[src/include/los_pkg.sv]
// Purpose: constants and types shared by the link oam sublayer status block
// Assumes: 32-bit ahb-lite register bus, byte offsets
// Notes:   one word per register
package los_pkg;

  // register byte offsets
  localparam logic [7:0] LOS_OFF_CTRL   = 8'h00;
  localparam logic [7:0] LOS_OFF_STATUS = 8'h04;
  localparam logic [7:0] LOS_OFF_MTU    = 8'h08;
  localparam logic [7:0] LOS_OFF_OUI    = 8'h0c;
  localparam logic [7:0] LOS_OFF_REV    = 8'h10;
  localparam logic [7:0] LOS_OFF_PEER   = 8'h14;
  localparam logic [7:0] LOS_OFF_CNT    = 8'h18;

  // control register fields
  localparam int LOS_CTL_MODE   = 0;
  localparam int LOS_CTL_LB     = 1;
  localparam int LOS_CTL_LM     = 2;
  localparam int LOS_CTL_MIB    = 3;
  localparam int LOS_CTL_MUX    = 4;
  localparam int LOS_CTL_PAR    = 5;
  localparam int LOS_CTL_PERM   = 8;
  localparam int LOS_CTL_DISC   = 12;

  // reset values
  localparam logic [31:0] LOS_CTRL_RST  = 32'h0000_0300;
  localparam logic [15:0] LOS_MTU_RST   = 16'h05dc;
  // arbitrary vendor identifier value
  localparam logic [23:0] LOS_OUI_RST   = 24'h00_00_01;
  localparam logic [15:0] LOS_PEER_RST  = 16'hffff;

  // fifo shape
  localparam int LOS_FIFO_W = 10;
  localparam int LOS_FIFO_D = 8;

  typedef enum logic [0:0] {
    LOS_MUX_FWD = 1'b0,
    LOS_MUX_DIS = 1'b1
  } los_mux_t;

  typedef enum logic [1:0] {
    LOS_PAR_FWD = 2'b00,
    LOS_PAR_LB  = 2'b01,
    LOS_PAR_DIS = 2'b10
  } los_par_t;

  typedef enum logic [1:0] {
    LOS_PERM_LF   = 2'b00,
    LOS_PERM_RX   = 2'b01,
    LOS_PERM_INFO = 2'b10,
    LOS_PERM_ANY  = 2'b11
  } los_perm_t;

  typedef enum logic [2:0] {
    LOS_DSC_FAULT   = 3'b000,
    LOS_DSC_ACTIVE  = 3'b001,
    LOS_DSC_PASSIVE = 3'b010,
    LOS_DSC_SLR     = 3'b011,
    LOS_DSC_SLR_OK  = 3'b100,
    LOS_DSC_ANY     = 3'b101
  } los_disc_t;

endpackage

[src/rtl/los_fifo.sv]
// Purpose: small synchronous fifo with valid/ready on both sides
// Assumes: one clock, asynchronous active-low reset
// Notes:   read data come from a register
`timescale 1ns/1ns
module los_fifo #(
  parameter int W = 10,
  parameter int D = 8
) (
  // clock and reset
  input  wire logic         clk,
  input  wire logic         rst_n,
  // fill side
  input  wire logic         in_valid,
  output logic              in_ready,
  input  wire logic [W-1:0] in_data,
  // drain side
  output logic              out_valid,
  input  wire logic         out_ready,
  output logic [W-1:0]      out_data
);
  localparam int AW = $clog2(D);

  logic [W-1:0]  mem [D];
  logic [AW-1:0] wp_q;
  logic [AW-1:0] rp_q;
  logic [AW:0]   cnt_q;
  logic          ov_q;
  logic [W-1:0]  od_q;
  logic          mem_pop;
  logic          push;
  logic          pop;

  // output register refills whenever empty or being taken
  assign mem_pop  = (cnt_q != '0) && (!ov_q || out_ready);
  assign push     = in_valid && in_ready;
  assign pop      = mem_pop;
  // the output register counts toward the depth
  assign in_ready = (((AW+1)'(ov_q) + cnt_q) != (AW+1)'(D));
  assign out_valid = ov_q;
  assign out_data  = od_q;

  always_ff @(posedge clk) begin
    if (push) begin
      mem[wp_q] <= in_data;
    end
  end

  always_ff @(posedge clk or negedge rst_n) begin
    if (!rst_n) begin
      wp_q  <= '0;
      rp_q  <= '0;
      cnt_q <= '0;
      ov_q  <= 1'b0;
      od_q  <= '0;
    end else begin
      if (push) begin
        wp_q <= AW'((32'(wp_q) + 1) % D);
      end
      if (pop) begin
        rp_q <= AW'((32'(rp_q) + 1) % D);
        od_q <= mem[rp_q];
        ov_q <= 1'b1;
      end else if (out_ready) begin
        ov_q <= 1'b0;
      end
      cnt_q <= cnt_q + (AW+1)'(push) - (AW+1)'(pop);
    end
  end

  chk_fifo_depth: assert property (@(posedge clk) disable iff (!rst_n)
    ((AW+1)'(ov_q) + cnt_q) <= (AW+1)'(D))
    else $error("fifo holds more than its depth");
endmodule // los_fifo

[src/rtl/los_top.sv]
// Purpose: link oam sublayer status and non-oampdu frame steering
// Assumes: 25 mhz hclk, frame words are synchronous, ahb-lite slave
// Notes:   frame words carry sof/eof flags with 8 data bits
//
// Summary of operation
// - mux forwarding passes non-oampdu frames down; discarding drops those from the higher sublayer
// - parser forwarding delivers received non-oampdu frames upward
// - parser loopback returns received non-oampdu frames to the lower side
// - parser discarding drops received non-oampdu frames entirely
// - operating pdu limit is the smaller of local and peer sizes
// - information revision starts at zero, increments once per cycle changing mode, capabilities, local pdu size, vendor identifier or phy unidirectional status
// - identical peer revision lets parsing of the peer tlv be skipped
// - discovery state holds one of six values and is readable
// - pdu permission holds one of four values for the local entity
// - a 24-bit vendor identifier is held and reported
// - mode is active or passive and is reported
// - unidirectional capability comes from the phy status, not software
// - remote loopback capability allows entering remote loopback unless the phy is unidirectional
// - link monitoring capability enables link event interpretation
// - mib retrieval capability enables variable responses
`timescale 1ns/1ns
module los_top
  import los_pkg::*;
(
  // ahb-lite
  input  wire logic        hclk,
  input  wire logic        hresetn,
  input  wire logic        hsel,
  input  wire logic [31:0] haddr,
  input  wire logic [1:0]  htrans,
  input  wire logic        hwrite,
  input  wire logic [2:0]  hsize,
  input  wire logic [31:0] hwdata,
  input  wire logic        hready,
  output logic [31:0]      hrdata,
  output logic             hreadyout,
  output logic             hresp,
  // phy status
  input  wire logic        phy_unidir,
  // transmit path from higher sublayer
  input  wire logic        tx_valid,
  input  wire logic [9:0]  tx_data,
  input  wire logic        tx_oam,
  output logic             tx_ready,
  // receive path from lower sublayer
  input  wire logic        rx_valid,
  input  wire logic [9:0]  rx_data,
  input  wire logic        rx_oam,
  input  wire logic        rx_peer_info,
  input  wire logic [7:0]  rx_peer_rev,
  input  wire logic        rx_link_event,
  input  wire logic        rx_var_req,
  output logic             rx_ready,
  // toward lower sublayer
  output logic             down_valid,
  output logic [9:0]       down_data,
  input  wire logic        down_ready,
  // toward higher sublayer
  output logic             up_valid,
  output logic [9:0]       up_data,
  // toward oam client
  output logic             oam_valid,
  output logic [9:0]       oam_data,
  output logic             oam_peer_skip,
  output logic             oam_link_event,
  output logic             oam_var_resp,
  output logic             oam_rlb_ok
);

  typedef struct packed {
    logic [31:0] hrdata;
    logic        dph;
    logic        dwr;
    logic [7:0]  daddr;
    logic        mode;
    logic        lb_cap;
    logic        lm_cap;
    logic        mib_cap;
    los_mux_t    mux;
    los_par_t    par;
    los_perm_t   perm;
    los_disc_t   disc;
    logic [15:0] mtu;
    logic [23:0] oui;
    logic [15:0] rev;
    logic [15:0] peer_max;
    logic [7:0]  peer_rev;
    logic        peer_rev_ok;
    logic [15:0] drop_cnt;
    logic        up_valid;
    logic [9:0]  up_data;
    logic        oam_valid;
    logic [9:0]  oam_data;
    logic        skip;
    logic        lev;
    logic        vresp;
    logic        unidir;
    logic        rlb;
  } los_st_t;

  los_st_t s_q;
  los_st_t s_d;

  logic       f_in_valid;
  logic       f_in_ready;
  logic [9:0] f_in_data;
  logic       lb_take;
  logic       tx_take;

  function automatic logic [15:0] los_min16(input logic [15:0] a, input logic [15:0] b);
    los_min16 = (a < b) ? a : b;
  endfunction

  // receive loopback has priority on the downward fifo
  assign lb_take    = rx_valid && !rx_oam && (s_q.par == LOS_PAR_LB);
  assign tx_take    = tx_valid && (tx_oam || (s_q.mux == LOS_MUX_FWD)) && !lb_take;
  assign f_in_valid = lb_take || tx_take;
  assign f_in_data  = lb_take ? rx_data : tx_data;
  assign rx_ready   = !lb_take || f_in_ready;
  assign tx_ready   = (tx_oam || s_q.mux == LOS_MUX_FWD) ? (f_in_ready && !lb_take) : 1'b1;

  los_fifo #(.W(LOS_FIFO_W), .D(LOS_FIFO_D)) u_fifo (
    .clk       (hclk),
    .rst_n     (hresetn),
    .in_valid  (f_in_valid),
    .in_ready  (f_in_ready),
    .in_data   (f_in_data),
    .out_valid (down_valid),
    .out_ready (down_ready),
    .out_data  (down_data)
  );

  always_comb begin
    logic        ap;
    logic        changed;
    logic [31:0] w;
    s_d     = s_q;
    ap      = hsel && hready && htrans[1];
    changed = 1'b0;
    w       = hwdata;
    s_d.dph = ap;
    s_d.dwr = ap && hwrite;
    s_d.daddr = haddr[7:0];
    s_d.unidir = phy_unidir;
    if (s_q.unidir != phy_unidir) begin
      changed = 1'b1;
    end
    if (s_q.dwr) begin
      unique case (s_q.daddr)
        LOS_OFF_CTRL: begin
          s_d.mode    = w[LOS_CTL_MODE];
          s_d.lb_cap  = w[LOS_CTL_LB];
          s_d.lm_cap  = w[LOS_CTL_LM];
          s_d.mib_cap = w[LOS_CTL_MIB];
          s_d.mux     = los_mux_t'(w[LOS_CTL_MUX]);
          s_d.par     = (w[LOS_CTL_PAR+1:LOS_CTL_PAR] == 2'b11) ? LOS_PAR_DIS
                        : los_par_t'(w[LOS_CTL_PAR+1:LOS_CTL_PAR]);
          s_d.perm    = los_perm_t'(w[LOS_CTL_PERM+1:LOS_CTL_PERM]);
          s_d.disc    = (w[LOS_CTL_DISC+2:LOS_CTL_DISC] > 3'h5) ? LOS_DSC_FAULT
                        : los_disc_t'(w[LOS_CTL_DISC+2:LOS_CTL_DISC]);
          changed     = changed ||
                        (w[3:0] != {s_q.mib_cap, s_q.lm_cap, s_q.lb_cap, s_q.mode});
        end
        LOS_OFF_MTU: begin
          s_d.mtu = w[15:0];
          changed = changed || (w[15:0] != s_q.mtu);
        end
        LOS_OFF_OUI: begin
          s_d.oui = w[23:0];
          changed = changed || (w[23:0] != s_q.oui);
        end
        LOS_OFF_PEER: begin
          s_d.peer_max = w[15:0];
        end
        default: begin
        end
      endcase
    end
    if (changed) begin
      s_d.rev = s_q.rev + 16'h0001;
    end
    // receive steering
    s_d.up_valid  = rx_valid && !rx_oam && (s_q.par == LOS_PAR_FWD);
    s_d.up_data   = rx_data;
    s_d.oam_valid = rx_valid && rx_oam;
    s_d.oam_data  = rx_data;
    if (rx_valid && !rx_oam && (s_q.par == LOS_PAR_DIS) && (s_q.drop_cnt != 16'hffff)) begin
      s_d.drop_cnt = s_q.drop_cnt + 16'h0001;
    end
    s_d.skip = 1'b0;
    if (rx_peer_info) begin
      s_d.skip        = s_q.peer_rev_ok && (rx_peer_rev == s_q.peer_rev);
      s_d.peer_rev    = rx_peer_rev;
      s_d.peer_rev_ok = 1'b1;
    end
    s_d.lev   = rx_link_event && s_q.lm_cap;
    s_d.vresp = rx_var_req && s_q.mib_cap;
    s_d.rlb   = s_d.lb_cap && !s_d.unidir;
    // read data
    s_d.hrdata = 32'h0000_0000;
    if (ap && !hwrite) begin
      unique case (haddr[7:0])
        LOS_OFF_CTRL: begin
          s_d.hrdata[LOS_CTL_MODE] = s_q.mode;
          s_d.hrdata[LOS_CTL_LB]   = s_q.lb_cap;
          s_d.hrdata[LOS_CTL_LM]   = s_q.lm_cap;
          s_d.hrdata[LOS_CTL_MIB]  = s_q.mib_cap;
          s_d.hrdata[LOS_CTL_MUX]  = s_q.mux;
          s_d.hrdata[LOS_CTL_PAR+1:LOS_CTL_PAR]   = s_q.par;
          s_d.hrdata[LOS_CTL_PERM+1:LOS_CTL_PERM] = s_q.perm;
          s_d.hrdata[LOS_CTL_DISC+2:LOS_CTL_DISC] = s_q.disc;
        end
        LOS_OFF_STATUS: begin
          s_d.hrdata[0]   = s_q.unidir;
          s_d.hrdata[1]   = s_q.lb_cap && !s_q.unidir;
          s_d.hrdata[6:4] = s_q.disc;
        end
        LOS_OFF_MTU:  s_d.hrdata = {los_min16(s_q.mtu, s_q.peer_max), s_q.mtu};
        LOS_OFF_OUI:  s_d.hrdata[23:0] = s_q.oui;
        LOS_OFF_REV:  s_d.hrdata = {8'h00, s_q.peer_rev, s_q.rev};
        LOS_OFF_PEER: s_d.hrdata[15:0] = s_q.peer_max;
        LOS_OFF_CNT:  s_d.hrdata[15:0] = s_q.drop_cnt;
        default:      s_d.hrdata = 32'h0000_0000;
      endcase
    end
  end

  always_ff @(posedge hclk or negedge hresetn) begin
    if (!hresetn) begin
      s_q          <= '0;
      s_q.mux      <= LOS_MUX_FWD;
      s_q.par      <= LOS_PAR_FWD;
      s_q.perm     <= los_perm_t'(LOS_CTRL_RST[LOS_CTL_PERM+1:LOS_CTL_PERM]);
      s_q.disc     <= LOS_DSC_FAULT;
      s_q.mtu      <= LOS_MTU_RST;
      s_q.oui      <= LOS_OUI_RST;
      s_q.peer_max <= LOS_PEER_RST;
    end else begin
      s_q <= s_d;
    end
  end

  assign hrdata         = s_q.hrdata;
  assign hreadyout      = 1'b1;
  assign hresp          = 1'b0;
  assign up_valid       = s_q.up_valid;
  assign up_data        = s_q.up_data;
  assign oam_valid      = s_q.oam_valid;
  assign oam_data       = s_q.oam_data;
  assign oam_peer_skip  = s_q.skip;
  assign oam_link_event = s_q.lev;
  assign oam_var_resp   = s_q.vresp;
  assign oam_rlb_ok     = s_q.rlb;

  chk_up_steer: assert property (@(posedge hclk) disable iff (!hresetn)
    (rx_valid && !rx_oam && s_q.par == LOS_PAR_FWD) |=> up_valid)
    else $error("forwarded frame not delivered up");
  chk_dis_drop: assert property (@(posedge hclk) disable iff (!hresetn)
    (s_q.par == LOS_PAR_DIS) |=> !up_valid)
    else $error("discarding parser delivered a frame");
  chk_oam_pass: assert property (@(posedge hclk) disable iff (!hresetn)
    (rx_valid && rx_oam) |=> oam_valid)
    else $error("oampdu not handed to client");
  chk_mux_drop: assert property (@(posedge hclk) disable iff (!hresetn)
    (s_q.mux == LOS_MUX_DIS && !tx_oam && !lb_take) |-> !f_in_valid)
    else $error("discarding mux forwarded a frame");
  chk_lb_down: assert property (@(posedge hclk) disable iff (!hresetn)
    (rx_valid && !rx_oam && s_q.par == LOS_PAR_LB) |-> f_in_valid && f_in_data == rx_data)
    else $error("loopback frame not returned down");
  chk_rev_step: assert property (@(posedge hclk) disable iff (!hresetn)
    (s_q.rev != $past(s_q.rev)) |-> s_q.rev == $past(s_q.rev) + 16'h0001)
    else $error("revision moved by other than one");
  chk_disc_legal: assert property (@(posedge hclk) disable iff (!hresetn)
    s_q.disc <= LOS_DSC_ANY)
    else $error("discovery state out of range");
  chk_lm_gate: assert property (@(posedge hclk) disable iff (!hresetn)
    oam_link_event |-> $past(rx_link_event) && $past(s_q.lm_cap))
    else $error("link event without capability");
  chk_unidir_phy: assert property (@(posedge hclk) disable iff (!hresetn)
    s_q.unidir == $past(phy_unidir))
    else $error("unidirectional flag not from phy");
  chk_var_gate: assert property (@(posedge hclk) disable iff (!hresetn)
    oam_var_resp |-> $past(rx_var_req) && $past(s_q.mib_cap))
    else $error("variable response without capability");
  chk_skip_same: assert property (@(posedge hclk) disable iff (!hresetn)
    oam_peer_skip |-> $past(rx_peer_info) && $past(s_q.peer_rev_ok)
      && ($past(rx_peer_rev) == $past(s_q.peer_rev)))
    else $error("peer skip on a changed revision");
endmodule // los_top

[config.mk]
export PLATFORM = sky130hd
export DESIGN_NAME = los_top
export DESIGN_NICKNAME = d
export VERILOG_FILES = /design/src/include/los_pkg.sv /design/src/rtl/los_fifo.sv /design/src/rtl/los_top.sv
export SDC_FILE = /design/constraint.sdc
export NUM_CORES = 1
export LEC_CHECK = 0
export BUFFER_PORTS_ARGS = -buffer_cell sky130_fd_sc_hd__buf_2
export CAP_MARGIN = 20
export CELL_PAD_IN_SITES_DETAIL_PLACEMENT = 1
export CELL_PAD_IN_SITES_GLOBAL_PLACEMENT = 1
export CORE_ASPECT_RATIO = 0.7
export CORE_MARGIN = 2
export CORE_UTILIZATION = 50
export DETAILED_ROUTE_END_ITERATION = 16
export GPL_ROUTABILITY_DRIVEN = 0
export PLACE_DENSITY = 0.85
export SYNTH_ARGS = -nofsm -noshare
export SYNTH_HDL_FRONTEND = slang
export SYNTH_SLANG_ARGS = --single-unit
[constraint.sdc]
create_clock -name hclk -period 5.15 [get_ports hclk]
set_clock_uncertainty 0.05 [all_clocks]
set_input_delay 0.2575 -clock hclk [delete_from_list [all_inputs] [get_ports hclk]]
set_output_delay 0.2575 -clock hclk [all_outputs]
set_load 0.03 [all_outputs]
# After elaboration in Yosys (flattened, before gate mapping)
# Memory sizes are Yosys's and may differ from the RTL's. A register that Yosys moved wholly into a read port is not among the register bits.
# Cells that the tools add are included.
op_classes:
  eq_ne: 19
  muxes: 28
  order_cmp: 2
  n_shift: 0
  n_mul: 0
  bitwise_logic: 1
  reduce_logical: 43
  addsub: 7
  div: 0
ops:
  columns: ["op", "n"]
  rows:
  - ["2-to-1 mux 51 bit", 1]
  - ["adder 16 x 1 -> 16 bit (second input constant)", 2]
  - ["equality test 8 x 4 -> 1 bit (second input constant)", 4]
  - ["equality test 8 x 5 -> 1 bit (second input constant)", 4]
  - ["2-to-1 mux 16 bit", 2]
  - ["2-to-1 mux 32 bit", 1]
  - ["2-to-1 mux 24 bit", 1]
  - ["inequality test 24 bit", 1]
  - ["one-hot mux 2 bit (6 select lines)", 2]
  - ["one-hot mux 8 bit (3 select lines)", 1]
  - ["one-hot mux 3 bit (7 select lines)", 1]
  - ["logical AND 1 bit", 20]
  - ["one-hot mux 3 bit (6 select lines)", 1]
  - ["zero test 8 bit", 2]
  - ["< comparator 16 bit", 1]
  - ["inequality test 16 bit", 1]
  - ["inequality test 16 bit (second input constant)", 1]
  - ["one-hot mux 2 bit (7 select lines)", 1]
  - ["2-to-1 mux 11 bit", 1]
  - ["2-to-1 mux 10 bit", 1]
  - ["one-hot mux 1 bit (5 select lines)", 2]
  - ["one-hot mux 2 bit (5 select lines)", 1]
  - ["equality test 8 x 3 -> 1 bit (second input constant)", 1]
  - ["equality test 8 bit", 1]
  - ["other kinds (22)", 46]
totals:
  ff_bits: 178
  latchBits: 0
  memories: 1
  out_inout_bits: 73
  mem_bits_rw: 80
  elab_cells: 131
  mem_bits_ro: 0
memory_table:
  columns: ["memory", "depth", "width", "read_ports", "rd_ports_with_merged_regs", "write_ports", "line", "text"]
  rows:
  - ["u_fifo.mem", 8, 10, 1, 1, 1, "los_fifo.sv:23", "logic [W-1:0] mem [D];"]

# Depth between registers and ports, before layout
# Gate-level depths: netlist (run 1).
depth:
  depth_word: 9
  ltp_mapped: 11
  ltp_nobuf: 10

# By module
# Synthesis (run 1) repeated with hierarchy kept, for this count alone.
unflattened:
  cells_unflattened: 1006
  area_unflattened_um2: 12779.8
modules_own_cells:
  columns: ["module", "cells_per_inst", "seq_area_each_um2", "n_inst", "area_each_um2"]
  rows:
  - ["los_top", 748, 4211.5, 1, 8670.8]
  - ["los_fifo", 258, 2927.8, 1, 4108.9]

# Worst setup path after synthesis (run 1)
# No wires, ideal clock.
synth_path:
  path_type: "register to register"
  from: "register u_fifo.ov_q, in the netlist u_fifo.out_valid"
  to: "memory u_fifo.mem[6][0] (enable)"
  required_time_ps: 4708
  path_slack_ps: 2277
  t_arrival_ps: 2431
  setup_ps: 392
  path_stages_with_launch: 8
  cell_sequence: "dfrtp_1 > ha_1 > ha_1 > xor2_1 > nor4_1 > nor2_1 > nand2_1 > nor3b_1"
synth_between:
  elab_chain_len: 5
synth_rtl:
  columns: ["element", "line", "text"]
  rows:
  - ["start: declaration", "los_fifo.sv:27", "logic ov_q;"]
  - ["start signal: assignment", "los_fifo.sv:53", "ov_q <= 1'b0;"]
  - ["start signal: assignment", "los_fifo.sv:62", "ov_q <= 1'b1;"]
  - ["start signal: assignment", "los_fifo.sv:64", "ov_q <= 1'b0;"]
  - ["adder 1 x 4 -> 4 bit", "los_fifo.sv:38", "assign in_ready = (((AW+1)'(ov_q) + cnt_q) != (AW+1)'(D));"]
  - ["inequality test 4 bit", "los_fifo.sv:38", null]
  - ["logical AND 1 bit", "los_fifo.sv:35", "assign push = in_valid && in_ready;"]
  - ["via u_fifo.push", "los_fifo.sv:30", "logic push;"]
  - ["2-to-1 mux 1 bit", "los_fifo.sv:43", "if (push) begin"]
  - ["2-to-1 mux 1 bit (implied by the code)", "los_fifo.sv:44", "mem[wp_q] <= in_data;"]
  - ["end: declaration", "los_fifo.sv:23", null]
# The timed path passes the listed nets, and every way through them passes these cells.

==> results of run 1 <==
-- worst paths after layout --
kind / slack [ns] / startpoint / endpoint / depth (start not counted)
worst min-delay path: 0.03 / haddr[3] / s_q[139] / 1
worst max-delay path: 1.52 / haddr[1] / hrdata[11] / 8
worst min register to register: 0.42 / s_q[43] / s_q[43] / 1
min in group asynchronous: 0.32 / hresetn / hrdata[31] / 2
worst max register to register: 1.92 / u_fifo.out_valid / u_fifo.cnt_q[2] / 8
max in group asynchronous: 3.54 / hresetn / s_q[46] / 3
-- cells in the final DEF, fill, tap and decap left out, types with 22 or more instances in the layout --
cell,Yosys,layout
edfxtp_1,80,80
xor2_1,28,28
mux4_2,22,22
nor2_1,45,45
nand2_1,49,49
buf_2,3,144
inv_1,33,33
dfstp_2,26,26
dlygate4sd3_1,0,53
mux2_2,73,73
clkbuf_16,0,27
ha_1,27,27
mux2i_1,35,35
a21oi_1,31,30
o21ai_0,29,29
xnor2_1,62,62
dfrtp_1,162,162
-- power breakdown --
group          internal [uW]  switching [uW]
Clock                   1170             847
Sequential              2490             258
Combinational            585             748
-- per-layer routing --
metal | vias to the layer above | GRT usage [%] | wire length [um]
li1 | 3778 | - | -
met1 | 4590 | 40.3 | 16600
met2 | 363 | 43.6 | 17000
met3 | 64 | 5.54 | 2600
met4 | 0 | 7.11 | 737
met5 | - | 0 | 0
-- sequential cells by signal, indices dropped and copies added (netlist names), 3 cells and up --
register,count
hrdata,32
oam_data,10
s_q,119
u_fifo.cnt_q,4
u_fifo.mem,80
u_fifo.out_data,10
u_fifo.rp_q,3
u_fifo.wp_q,3
-- cell families (layout without fill, tap and decap cells) --
logic type,Yosys count,in the layout,synth area share [%]
DFF,268,268,56.6
other,2,2,0.0596
and+or+nand+nor,208,208,9.03
xor gates and xnor gates,90,90,6.25
buffers and inverters,131,302,5.60
adders and majority gates,28,28,2.84
AOI/OAI and AO/OA,121,121,6.03
muxes,134,134,13.6
-- stage by stage --
step                setup WS, ns  hold slack [ns]
floorplan                   2.28          -0.0881
global placement            1.92            0.327
detailed placement          1.84            0.329
CTS                         1.74          0.00935
global route                1.47           0.0410
finish                      1.52           0.0320
-- area by class of cell --
class | count | area (sq um) | area share (%)
Inverter | 33 | 124 | 0.836
Timing Repair Buffer | 220 | 1450 | 9.81
Clock buffer | 36 | 749 | 5.06
Tap cell | 325 | 407 | 2.75
Clock inverter | 13 | 143 | 0.963
Sequential cell | 268 | 7140 | 48.2
Multi-Input combinational cell | 583 | 4800 | 32.4
-- critical path, cell delays in order --
cell           delay, ns
dlygate4sd3_1       0.54
buf_2               0.13
or4_1               0.66
nor2_2              0.45
nand2_1             0.36
nor3b_2             0.88
o31ai_1             0.42
nor2_1              0.31
==> flow_summary.ini, run 1 <==
[status]
status = completed

[yosys]
netlist_top_cells_count = dfrtp_1, edfxtp_1, mux2_2, xnor2_1, buf_4
synth_ff_type = dfrtp_1
yosysMostFrequentCell = dfrtp_1
synth_top_area_cell = dfrtp_1
synth.distinct_cells = 58
synth_top_cell_area_share_pct = 32.1
synth_area_leaders = dfrtp_1, edfxtp_1, mux2_2
yosysSeqAreaShare_pct = 56.6
yosys_register_bits = 268
syn_nets = 1121
async_reset_ff_share_pct = 70.1
netlist_area_sq_um = 12600
syn_inst = 982
synth_area_per_cell_sq_um = 12.8
synth_edf_count = 80
ys_warn_count = 0

[floorplan]
dieArea_sq_um = 26500
placementRows = 48
ios = 184
fp.dieH_um = 137
floorplan.initialDensity_pct = 51.0
coreArea_sq_um = 24700
die_w_um = 194

[clock_tree]
postCtsHoldBufs = 53
cts_num_sinks = 268
path_clk_slew_ns = 0.06
cts_setup_buffers = 0
clockBufferDepth = 3
ctsResizeCount = 0
clock_latency_ns = 0.53
cts_tree = built
root_buffer = clkbuf_16
cts_htree_levels = 1
cts_buffers = 27

[critical_path]
setup.worst_path.class = primary input to register
arrival_ns = 4.00
crit_required_ns = 5.52
critPathMaxFanout = 10
startpoint_type = primary input
critPathCaptureType = register

[global_route]
grt_pass1_vias = 9357
track_usage_pct = 27.9
grt_start_max_net_pins = 92
grt_antenna_before_repair = 0
grt_overflow = 0
grt_first_pass_wirelength_um = 56000

[layout]
drive_gt1_share_pct = 30.2
layout.cells.non_filler = 1478
areaGrowthSynthToFinish_pct = 17.5
fin_area_sq_um = 14800
post-route-util_pct = 59.9
fin_nets = 1272
antenna_cells = 0
num-fill-cells = 2526

[sta]
fin_crit_sh_pct = 70.5
finalSetupViolCount = 0
fin_crit_ns = 3.63
maxSlewHeadroom_pct = 30.2
fmax_ghz = 0.275
rsz0062_at_grt = no
hold_violations = 0
setup_tns_ns = 0
slew_viol_final = 0
tightest_slew_ns = 1.05

[detailed_routing]
vias = 8795
post_drt_wl_per_cell_um = 25.0
ant_nets = 0
wl_um = 36900
drtIter0Drc = 698
dr.pass1.iters = 6
drcViolationCount = 0
vias_per_cell = 5.95

[pwr]
ir_drop_mv = 0.238
powerDensity_nw_per_um2 = 412
power_uw = 6100
leakagePower_uw = 0.00622

[place]
dpl_cell_area_sq_um = 13300
port_buffers = 145
hpwl_um = 23900
dp.cells = 1371

[run]
maxCapViolCount = 0

[min_path]
min_path_type = primary input to register
Note: power is estimated with default switching activity, not from simulation.
==> inputs of run 2 (changes only) <==
- CORE_UTILIZATION: 50 -> 42
- PLACE_DENSITY: 0.85 -> 0.76
- clock period: 5.15 -> 3.03 ns (I/O delays scaled with it)
==> run 2 against run 1 <==
  * Critical path depth up 1
  * Largest power group unchanged
  * Sequential cell count unchanged
  * Largest cell class unchanged
  * Global-route usage fell by 4.4 points
  * Final cell count increased by 7.6%
  * Setup slack got worse by 1.3 ns
  * Worst hold slack worse by 0.023 ns
  * Register-to-register slack got worse by 1.7 ns
  * Power rose by 75%
  * Design area is 4.0% higher
  * Critical path type unchanged
==> flow_summary.ini, run 2 (synthesis results as in run 1) <==
[min_path]
min_path_type = primary input to register

[clock_tree]
cts_setup_buffers = 0
clockBufferDepth = 3
cts_num_sinks = 268
cts_tree = built
clock_latency_ns = 0.56
path_clk_slew_ns = 0.06
cts_buffers = 29
root_buffer = clkbuf_16
cts_htree_levels = 1

[pwr]
leakagePower_uw = 0.00650
power.internal_uw = 7470
power_uw = 10700
pwr-share-seq_pct = 43.6
clockPowerShare_pct = 34.5
switchingPower_uw = 3180
powerDensity_nw_per_um2 = 692
power_frac_comb_pct = 21.8
swShare_pct = 29.9
ir_drop_mv = 0.355

[layout]
regArea_sq_um = 7140
antenna_cells = 0
final_common_cell = dfrtp_1
areaGrowthSynthToFinish_pct = 22.1
regMostFlops = s_q
largest_reg_flops = 119
multi_input_area_sq_um = 4790
drive_gt1_share_pct = 31.4
num-fill-cells = 3039
layout_common_cells = dfrtp_1, buf_2, edfxtp_1
post-route-util_pct = 51.7
fin_nets = 1322

[detailed_routing]
post_drt_wl_per_cell_um = 22.8
drcViolationCount = 0
dr.pass1.iters = 5
wl_um = 36300
vias_per_cell = 5.49
drtIter0Drc = 763
ant_nets = 0
vias = 8732

[status]
status = completed

[sta]
hold_violations = 0
rsz0062_at_grt = no
finalSetupViolCount = 0
fin_crit_ns = 2.82
maxSlewHeadroom_pct = 30.0
setup_tns_ns = 0
slew_viol_final = 0
fin_crit_sh_pct = 93.0
tightest_slew_ns = 1.05
fmax_ghz = 0.355

[critical_path]
rrSetupSlack_ns = 0.24
endpoint = hrdata[16]
critPathCaptureType = register
startpoint = haddr[1]
crit_required_ns = 3.41
rr_worst_depth = 10
critPathMaxFanout = 16
setup.worst_path.class = primary input to register
arrival_ns = 3.20
reg2reg_from = s_q[65]
r2r-end = hrdata[20]
startpoint_type = primary input

[floorplan]
floorplan.initialDensity_pct = 42.4
placementRows = 53
coreArea_sq_um = 29800
dieArea_sq_um = 31500
die_w_um = 211
ios = 184
fp.dieH_um = 149

[place]
hpwl_um = 25100
port_buffers = 145

[run]
maxCapViolCount = 0

[global_route]
grt_start_max_net_pins = 85
grt_overflow = 0
grt_first_pass_wirelength_um = 56300
grt_pass1_vias = 9310
track_usage_pct = 23.5
grt_antenna_before_repair = 0
## run 2: layer usage
layer | up-vias | GRT usage (%) | wire length [um]
li1 | 3876 | - | -
met1 | 4536 | 35.1 | 16900
met2 | 278 | 36.0 | 16400
met3 | 42 | 4.55 | 2510
met4 | 0 | 4.26 | 506
met5 | - | 0 | 0
## run 2: layout make-up
class,instances,share of cell area (%)
sequential,268,46.4
clock inverter,20,1.42
inverter,33,0.804
multi-input combinational,583,31.1
timing repair buffer,268,12.2
clock buffer,34,5.03
tap,385,3.13
## run 2: timing repair
item                      4_1_cts  5_1_grt
gates resized for setup         0        0
hold buffers                   77        0
hold endpoints to repair      234        0
## run 2: worst min path at each step
stage,startpoint,end,slack (ns),depth (start not counted)
after global routing,tx_data[9],u_fifo.mem[0][9],0.02,2
after floorplan,hresetn,hrdata[0],-0.19,0
final,tx_data[9],u_fifo.mem[6][9],0.008,2
after detailed placement,hresetn,hrdata[30],0.22,1
after global placement,hresetn,hrdata[30],0.21,1
after CTS,tx_data[9],u_fifo.mem[6][9],0.007,2
## run 2: through the flow
stage / cells / instance area [sq um] / worst slack (ns) / hold WS [ns]
global placement: 1460 / 13600 / 0.406 / 0.210
finish: 1591 / 15400 / 0.212 / 0.00846
global route: 1591 / 15400 / 0.0571 / 0.0215
floorplan: 982 / 12600 / 0.157 / -0.194
detailed placement: 1460 / 13600 / 0.346 / 0.217
CTS: 1591 / 15400 / 0.311 / 0.00735
## run 2: power by group through the flow
stage	Sequential [uW]	Combinational (uW)	Clock, uW
2_1_floorplan	4640	1460	0
3_3_place_gp	4660	2120	0
3_5_place_dp	4700	2240	0
4_1_cts	4640	2340	3780
5_1_grt	4700	2540	3910
6_report	4650	2330	3680
## run 2: worst max-delay path, stage by stage
cell           delay, ns
dlygate4sd3_1       0.54
buf_2               0.14
or4_1               0.67
nor2_2              0.16
nand2_1             0.26
nor2_1              0.22
buf_4               0.23
nand2_1             0.45
o22ai_1             0.36
